$ cat config.mk
export PLATFORM = sky130hd
export DESIGN_NAME = acs_sequencer
export DESIGN_NICKNAME = d
export VERILOG_FILES = /design/src/logic/acs_pkg.sv /design/src/logic/acs_compute.sv /design/src/logic/acs_sequencer.sv
export SDC_FILE = /design/constraint.sdc
export NUM_CORES = 1
export LEC_CHECK = 0
export BUFFER_PORTS_ARGS = -buffer_cell sky130_fd_sc_hd__buf_2
export CAP_MARGIN = 20
export CORE_MARGIN = 5
export CORE_UTILIZATION = 40
export CTS_CLUSTER_SIZE = 16
export DETAILED_ROUTE_END_ITERATION = 16
export GPL_TIMING_DRIVEN = 0
export PLACE_DENSITY_LB_ADDON = 0.08
export RECOVER_POWER = 100
export SYNTH_ARGS = -nofsm -noshare
export SYNTH_HDL_FRONTEND = slang
export SYNTH_SLANG_ARGS = --single-unit
$ cat constraint.sdc
create_clock -name CLOCK_IN -period 6.2 [get_ports CLOCK_IN]
set_input_delay 0.31 -clock CLOCK_IN [delete_from_list [all_inputs] [get_ports CLOCK_IN]]
set_output_delay 0.31 -clock CLOCK_IN [all_outputs]
set_load 0.02 [all_outputs]
$ cat src/logic/acs_pkg.sv
// Contract
// - Acquisition starts at conversion start if no precharge, else after precharge.
// - Acquisition start releases pin override drivers and connects channel to hold capacitor.
// - With precharge on, acquisition count zero means 256 clock cycles.
// - With precharge off, acquisition count zero disables hardware acquisition timing.
// - Two guard outputs, polarity set by guard polarity and inverted precharge bits.
// - First precharge start drives both guard outputs to guard polarity.
// - Acquisition start inverts guard A, guard B holds.
// - Double sample with inverted precharge: both guards opposite polarity, then A toggles.
// - Extra capacitance connected while sampling, disconnected during conversion.
// - Mode field: 0 basic, 1 accumulate, 2 average, 3 burst, 4 lowpass.
// - Basic mode: done flag each conversion, accumulator and counter unchanged, test every sample.
// - Accumulate: add sample term, counter increments saturating at FF, test every sample.
// - Accumulate: done flag each conversion, filter output is accumulator shifted right.
// - Average: trigger after counter reached target sets counter one, accumulator to sample.
// - Average: threshold test only when counter at least repeat target.
// - Burst: clear or a go write in idle clears, retrigger keeps the sum; repeat while counter below target; test sum.
// - Lowpass: acc = S + acc - acc>>shift, counter saturates, test once target reached.
// - Sample term is latest result, or latest minus previous when double sampling.
// - Power-of-two divisions truncate toward lower value.
// - Precharge stage runs only when precharge count is nonzero.
package acs_pkg;
    localparam int ACS_RES_W = 10;
    localparam int ACS_ACC_W = 16;
    localparam logic [8:0] ACS_ACQ_MAX = 9'h100;
    localparam logic [7:0] ACS_CNT_MAX = 8'hFF;
    localparam logic [31:0] ACS_OFS_CTRL = 32'h0000_0000;
    localparam logic [31:0] ACS_OFS_TIME = 32'h0000_0004;
    localparam logic [31:0] ACS_OFS_COMP = 32'h0000_0008;
    localparam logic [31:0] ACS_OFS_STAT = 32'h0000_000C;
    localparam logic [31:0] ACS_OFS_ACC = 32'h0000_0010;
    localparam logic [31:0] ACS_OFS_RES = 32'h0000_0014;
    localparam logic [31:0] ACS_ADDR_MASK = 32'h0000_00FC;
    localparam int ACS_CTRL_GO = 0;
    localparam int ACS_CTRL_DSEN = 1;
    localparam int ACS_CTRL_GPOL = 2;
    localparam int ACS_CTRL_IPEN = 3;
    localparam int ACS_CTRL_ACLR = 4;
    localparam logic [1:0] ACS_RESP_OKAY = 2'h0;
    localparam logic [1:0] ACS_RESP_DECERR = 2'h3;

    typedef enum logic [2:0] {
        ACS_MD_BASIC = 3'h0,
        ACS_MD_ACCUM = 3'h1,
        ACS_MD_AVG = 3'h2,
        ACS_MD_BURST = 3'h3,
        ACS_MD_LPF = 3'h4
    } acs_mode_e;

    typedef enum logic [1:0] {
        ACS_ST_IDLE = 2'h0,
        ACS_ST_PRE = 2'h1,
        ACS_ST_ACQ = 2'h2,
        ACS_ST_CONV = 2'h3
    } acs_state_e;

    typedef struct packed {
        logic [7:0] precharge_time_count;
        logic [7:0] acquisition_time_count;
        logic [7:0] extra_hold_capacitance;
    } acs_timing_s;

    typedef struct packed {
        logic [2:0] computation_mode_select;
        logic [2:0] result_shift;
        logic [7:0] repeat_target;
    } acs_comp_s;
endpackage : acs_pkg

$ cat src/logic/acs_compute.sv
`timescale 1ns/10ps
module acs_compute
    import acs_pkg::*;
(
    input wire logic clk_in,
    input wire logic rst_n_in,
    input wire logic clear_in,
    input wire logic sample_in,
    input wire logic second_in,
    input wire logic double_in,
    input wire logic [ACS_RES_W-1:0] result_in,
    input wire logic [ACS_RES_W-1:0] previous_in,
    input wire acs_comp_s comp_in,
    output logic [ACS_ACC_W-1:0] acc_out,
    output logic [7:0] count_out,
    output logic overflow_out,
    output logic [ACS_ACC_W-1:0] filter_out,
    output logic test_out
);
    logic signed [ACS_ACC_W-1:0] term;
    logic signed [ACS_ACC_W-1:0] acc_shifted;
    logic signed [ACS_ACC_W:0] sum_next;
    logic [7:0] count_next;
    logic update;
    logic restart;
    acs_mode_e mode;

    assign mode = acs_mode_e'(comp_in.computation_mode_select);
    // Difference of two samples when double sampling
    assign term = double_in ? ACS_ACC_W'($signed({1'b0, result_in}) - $signed({1'b0, previous_in}))
                            : ACS_ACC_W'({1'b0, result_in});
    // Arithmetic shift floors, no rounding
    assign acc_shifted = $signed(acc_out) >>> comp_in.result_shift;
    assign update = sample_in && (!double_in || second_in);
    assign restart = (mode == ACS_MD_AVG) && (count_out >= comp_in.repeat_target);

    always_comb begin
        sum_next = {term[ACS_ACC_W-1], term} + {acc_out[ACS_ACC_W-1], acc_out};
        count_next = (count_out == ACS_CNT_MAX) ? count_out : count_out + 8'h01;
        if (restart) begin
            sum_next = {term[ACS_ACC_W-1], term};
            count_next = 8'h01;
        end
        if (mode == ACS_MD_LPF) begin
            sum_next = {term[ACS_ACC_W-1], term} + {acc_out[ACS_ACC_W-1], acc_out}
                     - {acc_shifted[ACS_ACC_W-1], acc_shifted};
        end
    end

    always_ff @(posedge clk_in) begin
        if (!rst_n_in || clear_in) begin
            acc_out <= '0;
            count_out <= 8'h00;
            overflow_out <= 1'b0;
        end else if (update && mode != ACS_MD_BASIC && mode <= ACS_MD_LPF) begin
            acc_out <= sum_next[ACS_ACC_W-1:0];
            count_out <= count_next;
            if (sum_next[ACS_ACC_W] != sum_next[ACS_ACC_W-1]) begin
                overflow_out <= 1'b1;
            end
        end
    end

    always_ff @(posedge clk_in) begin
        if (!rst_n_in) begin
            filter_out <= '0;
        end else if (mode == ACS_MD_LPF) begin
            filter_out <= acc_out;
        end else begin
            filter_out <= acc_shifted;
        end
    end

    // Threshold test pulse one cycle after the update
    always_ff @(posedge clk_in) begin
        if (!rst_n_in) begin
            test_out <= 1'b0;
        end else if (update) begin
            unique case (mode)
                ACS_MD_BASIC, ACS_MD_ACCUM: test_out <= 1'b1;
                ACS_MD_AVG, ACS_MD_BURST, ACS_MD_LPF: test_out <= (count_next >= comp_in.repeat_target);
                default: test_out <= 1'b0;
            endcase
        end else begin
            test_out <= 1'b0;
        end
    end

    property p_clear_zero;
        @(posedge clk_in) disable iff (!rst_n_in)
        clear_in |=> (acc_out == '0 && count_out == 8'h00 && !overflow_out);
    endproperty
    a_clear_zero: assert property (p_clear_zero) else $error("clear failed");
    property p_basic_hold;
        @(posedge clk_in) disable iff (!rst_n_in)
        (mode == ACS_MD_BASIC && !clear_in) |=> $stable(acc_out);
    endproperty
    a_basic_hold: assert property (p_basic_hold) else $error("basic changed acc");
    property p_saturate;
        @(posedge clk_in) disable iff (!rst_n_in)
        (count_out == ACS_CNT_MAX && !clear_in && mode != ACS_MD_AVG) |=> count_out == ACS_CNT_MAX;
    endproperty
    a_saturate: assert property (p_saturate) else $error("counter wrapped");
    property p_avg_restart;
        @(posedge clk_in) disable iff (!rst_n_in)
        (update && restart && !clear_in) |=> count_out == 8'h01;
    endproperty
    a_avg_restart: assert property (p_avg_restart) else $error("average restart");
endmodule : acs_compute

$ cat src/logic/acs_sequencer.sv
// Implementation choices: the AXI4-Lite interface to the registers and the register offsets.
`timescale 1ns/10ps
module acs_sequencer
    import acs_pkg::*;
(
    input wire logic CLOCK_IN,
    input wire logic RST_N_IN,
    input wire logic [31:0] S_AXI_AWADDR_IN,
    input wire logic S_AXI_AWVALID_IN,
    output logic S_AXI_AWREADY_OUT,
    input wire logic [31:0] S_AXI_WDATA_IN,
    input wire logic [3:0] S_AXI_WSTRB_IN,
    input wire logic S_AXI_WVALID_IN,
    output logic S_AXI_WREADY_OUT,
    output logic [1:0] S_AXI_BRESP_OUT,
    output logic S_AXI_BVALID_OUT,
    input wire logic S_AXI_BREADY_IN,
    input wire logic [31:0] S_AXI_ARADDR_IN,
    input wire logic S_AXI_ARVALID_IN,
    output logic S_AXI_ARREADY_OUT,
    output logic [31:0] S_AXI_RDATA_OUT,
    output logic [1:0] S_AXI_RRESP_OUT,
    output logic S_AXI_RVALID_OUT,
    input wire logic S_AXI_RREADY_IN,
    input wire logic [ACS_RES_W-1:0] CONVERSION_RESULT_IN,
    input wire logic CONVERSION_END_IN,
    output logic PRECHARGE_ACTIVE_OUT,
    output logic PIN_OVERRIDE_OUT,
    output logic HOLD_CONNECT_OUT,
    output logic CONVERT_START_OUT,
    output logic [7:0] EXTRA_HOLD_CAPACITANCE_OUT,
    output logic GUARD_OUT_A_OUT,
    output logic GUARD_OUT_B_OUT,
    output logic CONVERSION_DONE_FLAG_OUT,
    output logic THRESHOLD_TEST_OUT
);
    acs_state_e state_reg;
    acs_timing_s timing_reg;
    acs_comp_s comp_reg;
    logic go_reg;
    logic dsen_reg;
    logic gpol_reg;
    logic ipen_reg;
    logic aclr_reg;
    logic second_reg;
    logic [8:0] timer_reg;
    logic done_reg;
    logic [ACS_RES_W-1:0] result_reg;
    logic [ACS_RES_W-1:0] previous_reg;
    logic guard_a_reg;
    logic guard_b_reg;
    logic aw_held_reg;
    logic w_held_reg;
    logic [31:0] awaddr_reg;
    logic [31:0] wdata_reg;
    logic bvalid_reg;
    logic rvalid_reg;
    logic [31:0] rdata_reg;
    logic [1:0] bresp_reg;
    logic [1:0] rresp_reg;
    logic write_fire;
    logic go_write;
    logic sample_pulse;
    logic retrigger;
    logic [8:0] acq_len;
    logic acq_hw;
    logic [ACS_ACC_W-1:0] acc_value;
    logic [7:0] sample_counter;
    logic accumulator_overflow;
    logic [ACS_ACC_W-1:0] filter_output;
    logic test_pulse;
    logic [31:0] waddr;
    logic [31:0] wdata;
    logic wstrb0_reg;
    logic wstrb0;

    // AXI write: address and data may arrive in either order
    assign S_AXI_AWREADY_OUT = !aw_held_reg && !bvalid_reg;
    assign S_AXI_WREADY_OUT = !w_held_reg && !bvalid_reg;
    assign S_AXI_BVALID_OUT = bvalid_reg;
    assign S_AXI_BRESP_OUT = bresp_reg;
    assign S_AXI_ARREADY_OUT = !rvalid_reg;
    assign S_AXI_RVALID_OUT = rvalid_reg;
    assign S_AXI_RDATA_OUT = rdata_reg;
    assign S_AXI_RRESP_OUT = rresp_reg;
    assign waddr = aw_held_reg ? awaddr_reg : S_AXI_AWADDR_IN;
    assign wdata = w_held_reg ? wdata_reg : S_AXI_WDATA_IN;
    // Strobe kept with held data so a late address still sees it
    assign wstrb0 = w_held_reg ? wstrb0_reg : S_AXI_WSTRB_IN[0];
    assign write_fire = (aw_held_reg || (S_AXI_AWVALID_IN && S_AXI_AWREADY_OUT))
                     && (w_held_reg || (S_AXI_WVALID_IN && S_AXI_WREADY_OUT));
    assign go_write = write_fire && ((waddr & ACS_ADDR_MASK) == ACS_OFS_CTRL) && wstrb0
                   && wdata[ACS_CTRL_GO];

    always_ff @(posedge CLOCK_IN) begin
        if (!RST_N_IN) begin
            aw_held_reg <= 1'b0;
            w_held_reg <= 1'b0;
            awaddr_reg <= 32'h0000_0000;
            wdata_reg <= 32'h0000_0000;
            wstrb0_reg <= 1'b0;
            bvalid_reg <= 1'b0;
            bresp_reg <= ACS_RESP_OKAY;
        end else if (write_fire) begin
            aw_held_reg <= 1'b0;
            w_held_reg <= 1'b0;
            bvalid_reg <= 1'b1;
            unique case (waddr & ACS_ADDR_MASK)
                ACS_OFS_CTRL, ACS_OFS_TIME, ACS_OFS_COMP: bresp_reg <= ACS_RESP_OKAY;
                default: bresp_reg <= ACS_RESP_DECERR;
            endcase
        end else begin
            if (S_AXI_AWVALID_IN && S_AXI_AWREADY_OUT) begin
                aw_held_reg <= 1'b1;
                awaddr_reg <= S_AXI_AWADDR_IN;
            end
            if (S_AXI_WVALID_IN && S_AXI_WREADY_OUT) begin
                w_held_reg <= 1'b1;
                wdata_reg <= S_AXI_WDATA_IN;
                wstrb0_reg <= S_AXI_WSTRB_IN[0];
            end
            if (bvalid_reg && S_AXI_BREADY_IN) begin
                bvalid_reg <= 1'b0;
            end
        end
    end

    always_ff @(posedge CLOCK_IN) begin
        if (!RST_N_IN) begin
            timing_reg <= '0;
            comp_reg <= '0;
            dsen_reg <= 1'b0;
            gpol_reg <= 1'b0;
            ipen_reg <= 1'b0;
            aclr_reg <= 1'b0;
        end else begin
            aclr_reg <= 1'b0;
            if (write_fire && wstrb0) begin
                unique case (waddr & ACS_ADDR_MASK)
                    ACS_OFS_CTRL: begin
                        dsen_reg <= wdata[ACS_CTRL_DSEN];
                        gpol_reg <= wdata[ACS_CTRL_GPOL];
                        ipen_reg <= wdata[ACS_CTRL_IPEN];
                        aclr_reg <= wdata[ACS_CTRL_ACLR];
                    end
                    ACS_OFS_TIME: timing_reg <= wdata[23:0];
                    ACS_OFS_COMP: comp_reg <= wdata[13:0];
                    default: begin
                    end
                endcase
            end
        end
    end

    always_ff @(posedge CLOCK_IN) begin
        if (!RST_N_IN) begin
            rvalid_reg <= 1'b0;
            rdata_reg <= 32'h0000_0000;
            rresp_reg <= ACS_RESP_OKAY;
        end else if (S_AXI_ARVALID_IN && S_AXI_ARREADY_OUT) begin
            rvalid_reg <= 1'b1;
            rresp_reg <= ACS_RESP_OKAY;
            unique case (S_AXI_ARADDR_IN & ACS_ADDR_MASK)
                ACS_OFS_CTRL: rdata_reg <= {27'h0, 1'b0, ipen_reg, gpol_reg, dsen_reg, go_reg};
                ACS_OFS_TIME: rdata_reg <= {8'h00, timing_reg};
                ACS_OFS_COMP: rdata_reg <= {18'h0, comp_reg};
                ACS_OFS_STAT: rdata_reg <= {21'h0, second_reg, accumulator_overflow, sample_counter, done_reg};
                ACS_OFS_ACC: rdata_reg <= {filter_output, acc_value};
                ACS_OFS_RES: rdata_reg <= {6'h00, previous_reg, 6'h00, result_reg};
                default: begin
                    rdata_reg <= 32'h0000_0000;
                    rresp_reg <= ACS_RESP_DECERR;
                end
            endcase
        end else if (rvalid_reg && S_AXI_RREADY_IN) begin
            rvalid_reg <= 1'b0;
        end
    end

    // Zero count: 256 cycles with precharge, no hardware timing without
    assign acq_len = (timing_reg.acquisition_time_count == 8'h00) ? ACS_ACQ_MAX
                   : {1'b0, timing_reg.acquisition_time_count};
    assign acq_hw = (timing_reg.precharge_time_count != 8'h00)
                 || (timing_reg.acquisition_time_count != 8'h00);
    assign sample_pulse = (state_reg == ACS_ST_CONV) && CONVERSION_END_IN;
    // Burst mode restarts until the counter reaches the target
    assign retrigger = sample_pulse && !aclr_reg
                    && (comp_reg.computation_mode_select == ACS_MD_BURST)
                    && ((!dsen_reg) || second_reg)
                    && ({1'b0, sample_counter} + 9'h001 < {1'b0, comp_reg.repeat_target});
    assign CONVERT_START_OUT = (state_reg == ACS_ST_CONV);
    assign PRECHARGE_ACTIVE_OUT = (state_reg == ACS_ST_PRE);
    assign PIN_OVERRIDE_OUT = (state_reg == ACS_ST_PRE);
    assign HOLD_CONNECT_OUT = (state_reg != ACS_ST_PRE);
    assign EXTRA_HOLD_CAPACITANCE_OUT = (state_reg == ACS_ST_CONV) ? 8'h00
                                      : timing_reg.extra_hold_capacitance;
    assign GUARD_OUT_A_OUT = guard_a_reg;
    assign GUARD_OUT_B_OUT = guard_b_reg;
    assign CONVERSION_DONE_FLAG_OUT = done_reg;
    assign THRESHOLD_TEST_OUT = test_pulse;

    always_ff @(posedge CLOCK_IN) begin
        if (!RST_N_IN) begin
            state_reg <= ACS_ST_IDLE;
            timer_reg <= 9'h000;
            go_reg <= 1'b0;
            second_reg <= 1'b0;
            guard_a_reg <= 1'b0;
            guard_b_reg <= 1'b0;
        end else begin
            unique case (state_reg)
                ACS_ST_IDLE: begin
                    if (go_write || go_reg) begin
                        go_reg <= 1'b1;
                        if (timing_reg.precharge_time_count != 8'h00) begin
                            state_reg <= ACS_ST_PRE;
                            timer_reg <= {1'b0, timing_reg.precharge_time_count};
                            // Inverted precharge flips the second sample's guards
                            guard_a_reg <= gpol_reg ^ (second_reg && ipen_reg);
                            guard_b_reg <= gpol_reg ^ (second_reg && ipen_reg);
                        end else if (acq_hw) begin
                            state_reg <= ACS_ST_ACQ;
                            timer_reg <= acq_len;
                            guard_a_reg <= ~guard_a_reg;
                        end else begin
                            state_reg <= ACS_ST_CONV;
                        end
                    end
                end
                ACS_ST_PRE: begin
                    if (timer_reg == 9'h001) begin
                        state_reg <= ACS_ST_ACQ;
                        timer_reg <= acq_len;
                        guard_a_reg <= ~guard_a_reg;
                    end else begin
                        timer_reg <= timer_reg - 9'h001;
                    end
                end
                ACS_ST_ACQ: begin
                    if (timer_reg == 9'h001) begin
                        state_reg <= ACS_ST_CONV;
                    end else begin
                        timer_reg <= timer_reg - 9'h001;
                    end
                end
                ACS_ST_CONV: begin
                    if (CONVERSION_END_IN) begin
                        state_reg <= ACS_ST_IDLE;
                        // A go written as the sequence ends is kept
                        go_reg <= retrigger || go_write;
                        second_reg <= dsen_reg && !second_reg;
                    end
                end
            endcase
        end
    end

    always_ff @(posedge CLOCK_IN) begin
        if (!RST_N_IN) begin
            result_reg <= '0;
            previous_reg <= '0;
            done_reg <= 1'b0;
        end else begin
            done_reg <= 1'b0;
            if (sample_pulse) begin
                previous_reg <= result_reg;
                result_reg <= CONVERSION_RESULT_IN;
                done_reg <= 1'b1;
            end
        end
    end

    acs_compute u_compute (
        .clk_in(CLOCK_IN),
        .rst_n_in(RST_N_IN),
        .clear_in(aclr_reg || (go_write && state_reg == ACS_ST_IDLE && !go_reg
                  && comp_reg.computation_mode_select == ACS_MD_BURST)),
        .sample_in(sample_pulse),
        .second_in(second_reg),
        .double_in(dsen_reg),
        .result_in(CONVERSION_RESULT_IN),
        .previous_in(result_reg),
        .comp_in(comp_reg),
        .acc_out(acc_value),
        .count_out(sample_counter),
        .overflow_out(accumulator_overflow),
        .filter_out(filter_output),
        .test_out(test_pulse)
    );

    property p_acq_after_pre;
        @(posedge CLOCK_IN) disable iff (!RST_N_IN)
        (state_reg == ACS_ST_PRE && timer_reg == 9'h001) |=> state_reg == ACS_ST_ACQ;
    endproperty
    a_acq_after_pre: assert property (p_acq_after_pre) else $error("acquisition did not follow precharge");
    property p_acq_max;
        @(posedge CLOCK_IN) disable iff (!RST_N_IN)
        ($rose(state_reg == ACS_ST_ACQ) && timing_reg.acquisition_time_count == 8'h00) |-> timer_reg == ACS_ACQ_MAX;
    endproperty
    a_acq_max: assert property (p_acq_max) else $error("zero acquisition not 256");
    property p_guard_a_flip;
        @(posedge CLOCK_IN) disable iff (!RST_N_IN)
        (state_reg == ACS_ST_PRE && timer_reg == 9'h001) |=> (guard_a_reg != $past(guard_a_reg)
        && $stable(guard_b_reg));
    endproperty
    a_guard_a_flip: assert property (p_guard_a_flip) else $error("guard A not inverted");
    property p_cap_off;
        @(posedge CLOCK_IN) disable iff (!RST_N_IN)
        state_reg == ACS_ST_CONV |-> EXTRA_HOLD_CAPACITANCE_OUT == 8'h00;
    endproperty
    a_cap_off: assert property (p_cap_off) else $error("capacitance during conversion");
    property p_done;
        @(posedge CLOCK_IN) disable iff (!RST_N_IN)
        sample_pulse |=> CONVERSION_DONE_FLAG_OUT;
    endproperty
    a_done: assert property (p_done) else $error("done flag missing");
    c_precharge: cover property (@(posedge CLOCK_IN) disable iff (!RST_N_IN) state_reg == ACS_ST_PRE);
    c_burst: cover property (@(posedge CLOCK_IN) disable iff (!RST_N_IN) retrigger);
    c_test: cover property (@(posedge CLOCK_IN) disable iff (!RST_N_IN) test_pulse);
endmodule : acs_sequencer

==> key figures <==
Power
  • Max IR drop VDD: 0.197 mV
  • Areal power density over the cells: 244 mW/mm^2
  • Tot Pwr: 0.00321 W
  • Total leakage power: 4.81 nW

Timing
  • Worst slew pin tran: 2150 ps
  • Worst Skew: 16.0 ps
  • Final Hold Fails: 0
  • Post-Route Setup TNS: 0 ps
  • Worst hold-check slack: 49.7 ps
  • Setup violations, final: 0
  • Slew margin rel.: -45.3%
  • Max Slew Vio Count: 10
  • Final worst path period need: 5860 ps
  • Final period util: 94.5%
  • Setup repair after global routing missed its margin: no
  • Achievable Freq: 171 MHz

CTS
  • TritonCTS buffer count: 17
  • CTS H-Tree Depth: 4
  • Setup repair bufs after CTS: 0
  • Worst-skew pair later-pin latency: 450 ps
  • Clock Sinks: 189
  • Root buf cell: sky130_fd_sc_hd__clkbuf_16
  • Clock tree from TritonCTS: done
  • Count of hold-fix buffers inserted at cts: 0
  • Longest Clk Path Bufs: 2
  • CTS clk-pin slew, worst paths: 80 ps

Placement
  • HPWL reported at the end of detailed placement: 32.3 mm
  • Routability cong.: 0.933
  • Quantity of I/O buffers inserted on ports: 111
  • Number of instances in the placed design: 1977

GRT
  • Met2 global-route usage: 38.2%
  • Global-route met3 utilization: 3.27%
  • Via count of the first global-routing pass: 10761
  • Number of antenna violations at the first check in global routing: 0
  • First-pass GRT wire length: 63.3 mm
  • Overall track demand over capacity in global routing: 24.5%
  • Total global routing overflow: 0
  • Pin count of the biggest net entering global routing: 21
  • Routing layer with the top usage in global route: met2
  • Met1 usage: 35.6%

Route
  • Number of vias after detailed routing: 11352
  • Drc violations: 0
  • Vias per cell: 5.65
  • Wire length per cell after detailed routing: 20.4 um
  • Number of antenna-violating nets in the routed design: 0
  • Number of iterations in the first detailed-routing pass: 5
  • Routed wire length: 40.9 mm
  • Initial drt markers: 1051

Worst setup path
  • Crit end category: register
  • RR Startpoint: result_reg[0]
  • First element of the critical path: result_reg[0]
  • Crit path max fanout: 6
  • Data arrival time of the critical path: 6190 ps
  • Required time reported for the critical path endpoint: 6540 ps
  • Critical path's slowest cell: sky130_fd_sc_hd__dfxtp_1
  • Startpoint kind of the worst setup timing path: register
  • Setup Crit Path Kind: reg -> reg
  • Maximum cell stage delay along the critical path: 440 ps

Cells and area
  • Flip-flop count of the largest register, all copies and words added: 32
  • Final net count: 1810
  • Growth of design area from synthesis to finish: 13.2%
  • Number of standard cells in the final layout excluding fillers: 2009
  • Number of diodes added for antenna fixing: 0
  • Share of final-layout standard cells stronger than drive strength 1: 6.34%

Yosys
  • Share of synthesized flip-flops with an asynchronous set or reset: 0%
  • Main synth FF type: sky130_fd_sc_hd__dfxtp_1
  • Syn_area_per_cell: 7.85 sq um
  • Register bit count reported by yosys: 189
  • Number of flops mapped to enable cells by yosys: 0
  • Cell area after synthesis: 0.0116 sq mm
  • Post-synthesis cell count: 1481
  • Synthesized Nets: 1679
  • Sequential share of the synthesized area: 32.6%
  • Yosys warning total: 0
  • Number of different library cells in the post-synthesis netlist: 77

Floorplanning
  • Die Wd: 180 um
  • Area of the placeable core: 0.0287 sq mm
  • Standard-cell row count: 62
  • Die Y: 180 um
  • Die Area: 0.0326 sq mm
  • Initial Util: 40.5%
  • I/O pin count: 175

Min path
  • Origin of the worst min-delay path: S_AXI_RREADY_IN
  • Min-delay worst type: in -> reg

Status
  • Result of the run: finished with violations
  • Failing checks: max-capacitance violations, max-slew violations

Job
  • Maximum capacitance violations: 1
-- power breakdown --
part | internal [W] | switching, W | total (W)
sequential | 0.00126 | 0.0000406 | 0.00130
combinational | 0.000249 | 0.000467 | 0.000716
clock | 0.000624 | 0.000570 | 0.00119
total | 0.00213 | 0.00108 | 0.00321
-- worst max-delay path, delay by kind of cell, from the launching register on --
family                     cells  cell delay (ps)
and+or+nand+nor                4              710
AOI/OAI and AO/OA             11             2320
xor gates and xnor gates       3              460
muxes                          2              450
adders and majority gates      4             1320
buffers and inverters          1               50
DFF                            1              440
-- what timing repair did --
item / CTS / global route
hold endpoints to repair: 0 / 0
setup endpoints to repair: 0 / 1
resized for setup: 0 / 2
-- cell usage in the layout (no fill, tap or decap), drive strengths merged, types with 27 or more instances in the layout --
| cell | count |
|---|---|
| buf | 55 |
| clkbuf | 160 |
| dfxtp | 189 |
| nand2 | 208 |
| a211oi | 72 |
| inv | 54 |
| nor2 | 187 |
| a21oi | 154 |
| o21ai | 69 |
| mux2i | 92 |
| xnor2 | 27 |
| ha | 77 |
-- worst paths after layout --
| kind | to | slack, ps | cells after the start |
|---|---|---|---|
| worst max-delay path | u_compute.overflow_out | 340 | 25 |
| worst min-delay path | S_AXI_RVALID_OUT | 50 | 2 |
| worst max register to register | u_compute.overflow_out | 340 | 25 |
| worst min register to register | wdata_reg[15] | 460 | 2 |
-- layout make-up --
class | instances | area, sq um
fill | 3016 | 15500
multi-input combinational | 1157 | 7250
sequential | 189 | 3780
timing repair buffer | 112 | 485
tap | 384 | 480
clock buffer | 17 | 425
buffer | 86 | 335
clock inverter | 15 | 211
inverter | 49 | 184
-- synthesized netlist by cell type, types with 27 or more instances --
cell type                  instances  share of area [%]
sky130_fd_sc_hd__ha_1             77                8.3
sky130_fd_sc_hd__dfxtp_1         189                 33
sky130_fd_sc_hd__a211oi_1         71                4.6
sky130_fd_sc_hd__inv_1            46                1.5
sky130_fd_sc_hd__mux2i_1          92                7.9
sky130_fd_sc_hd__o21ai_0          64                2.8
sky130_fd_sc_hd__nand2_1         207                6.7
sky130_fd_sc_hd__clkbuf_1         76                2.5
sky130_fd_sc_hd__xnor2_1          27                2.0
sky130_fd_sc_hd__nor2_1          186                6.0
sky130_fd_sc_hd__a21oi_1         153                6.6
-- through the flow --
step,setup WS [ps],utilization [%],area (sq um)
global placement,218,44.1,12700
global route,26.0,45.8,13200
finish,343,45.8,13200
CTS,276,46.3,13300
floorplan,1060,-,11600
detailed placement,240,44.1,12700
-- per-layer routing --
| layer | routed length [um] | part of all wire (%) |
|---|---|---|
| met4 | 1080 | 2.6 |
| met1 | 19400 | 47 |
| met5 | 0 | 0 |
| met2 | 18000 | 44 |
| met3 | 2460 | 6.0 |
-- logic make-up (layout without fill, tap and decap cells) --
kind of cell	count (synthesis)	after routing	synth area share, %
AOI/OAI and AO/OA	428	428	23.8
xor gates and xnor gates	36	36	2.71
adders and majority gates	80	80	8.81
buffers and inverters	135	279	4.53
DFF	189	189	32.6
muxes	97	97	8.41
and+or+nand+nor	516	516	19.1
No activity file was read; power rests on OpenSTA's default activity.
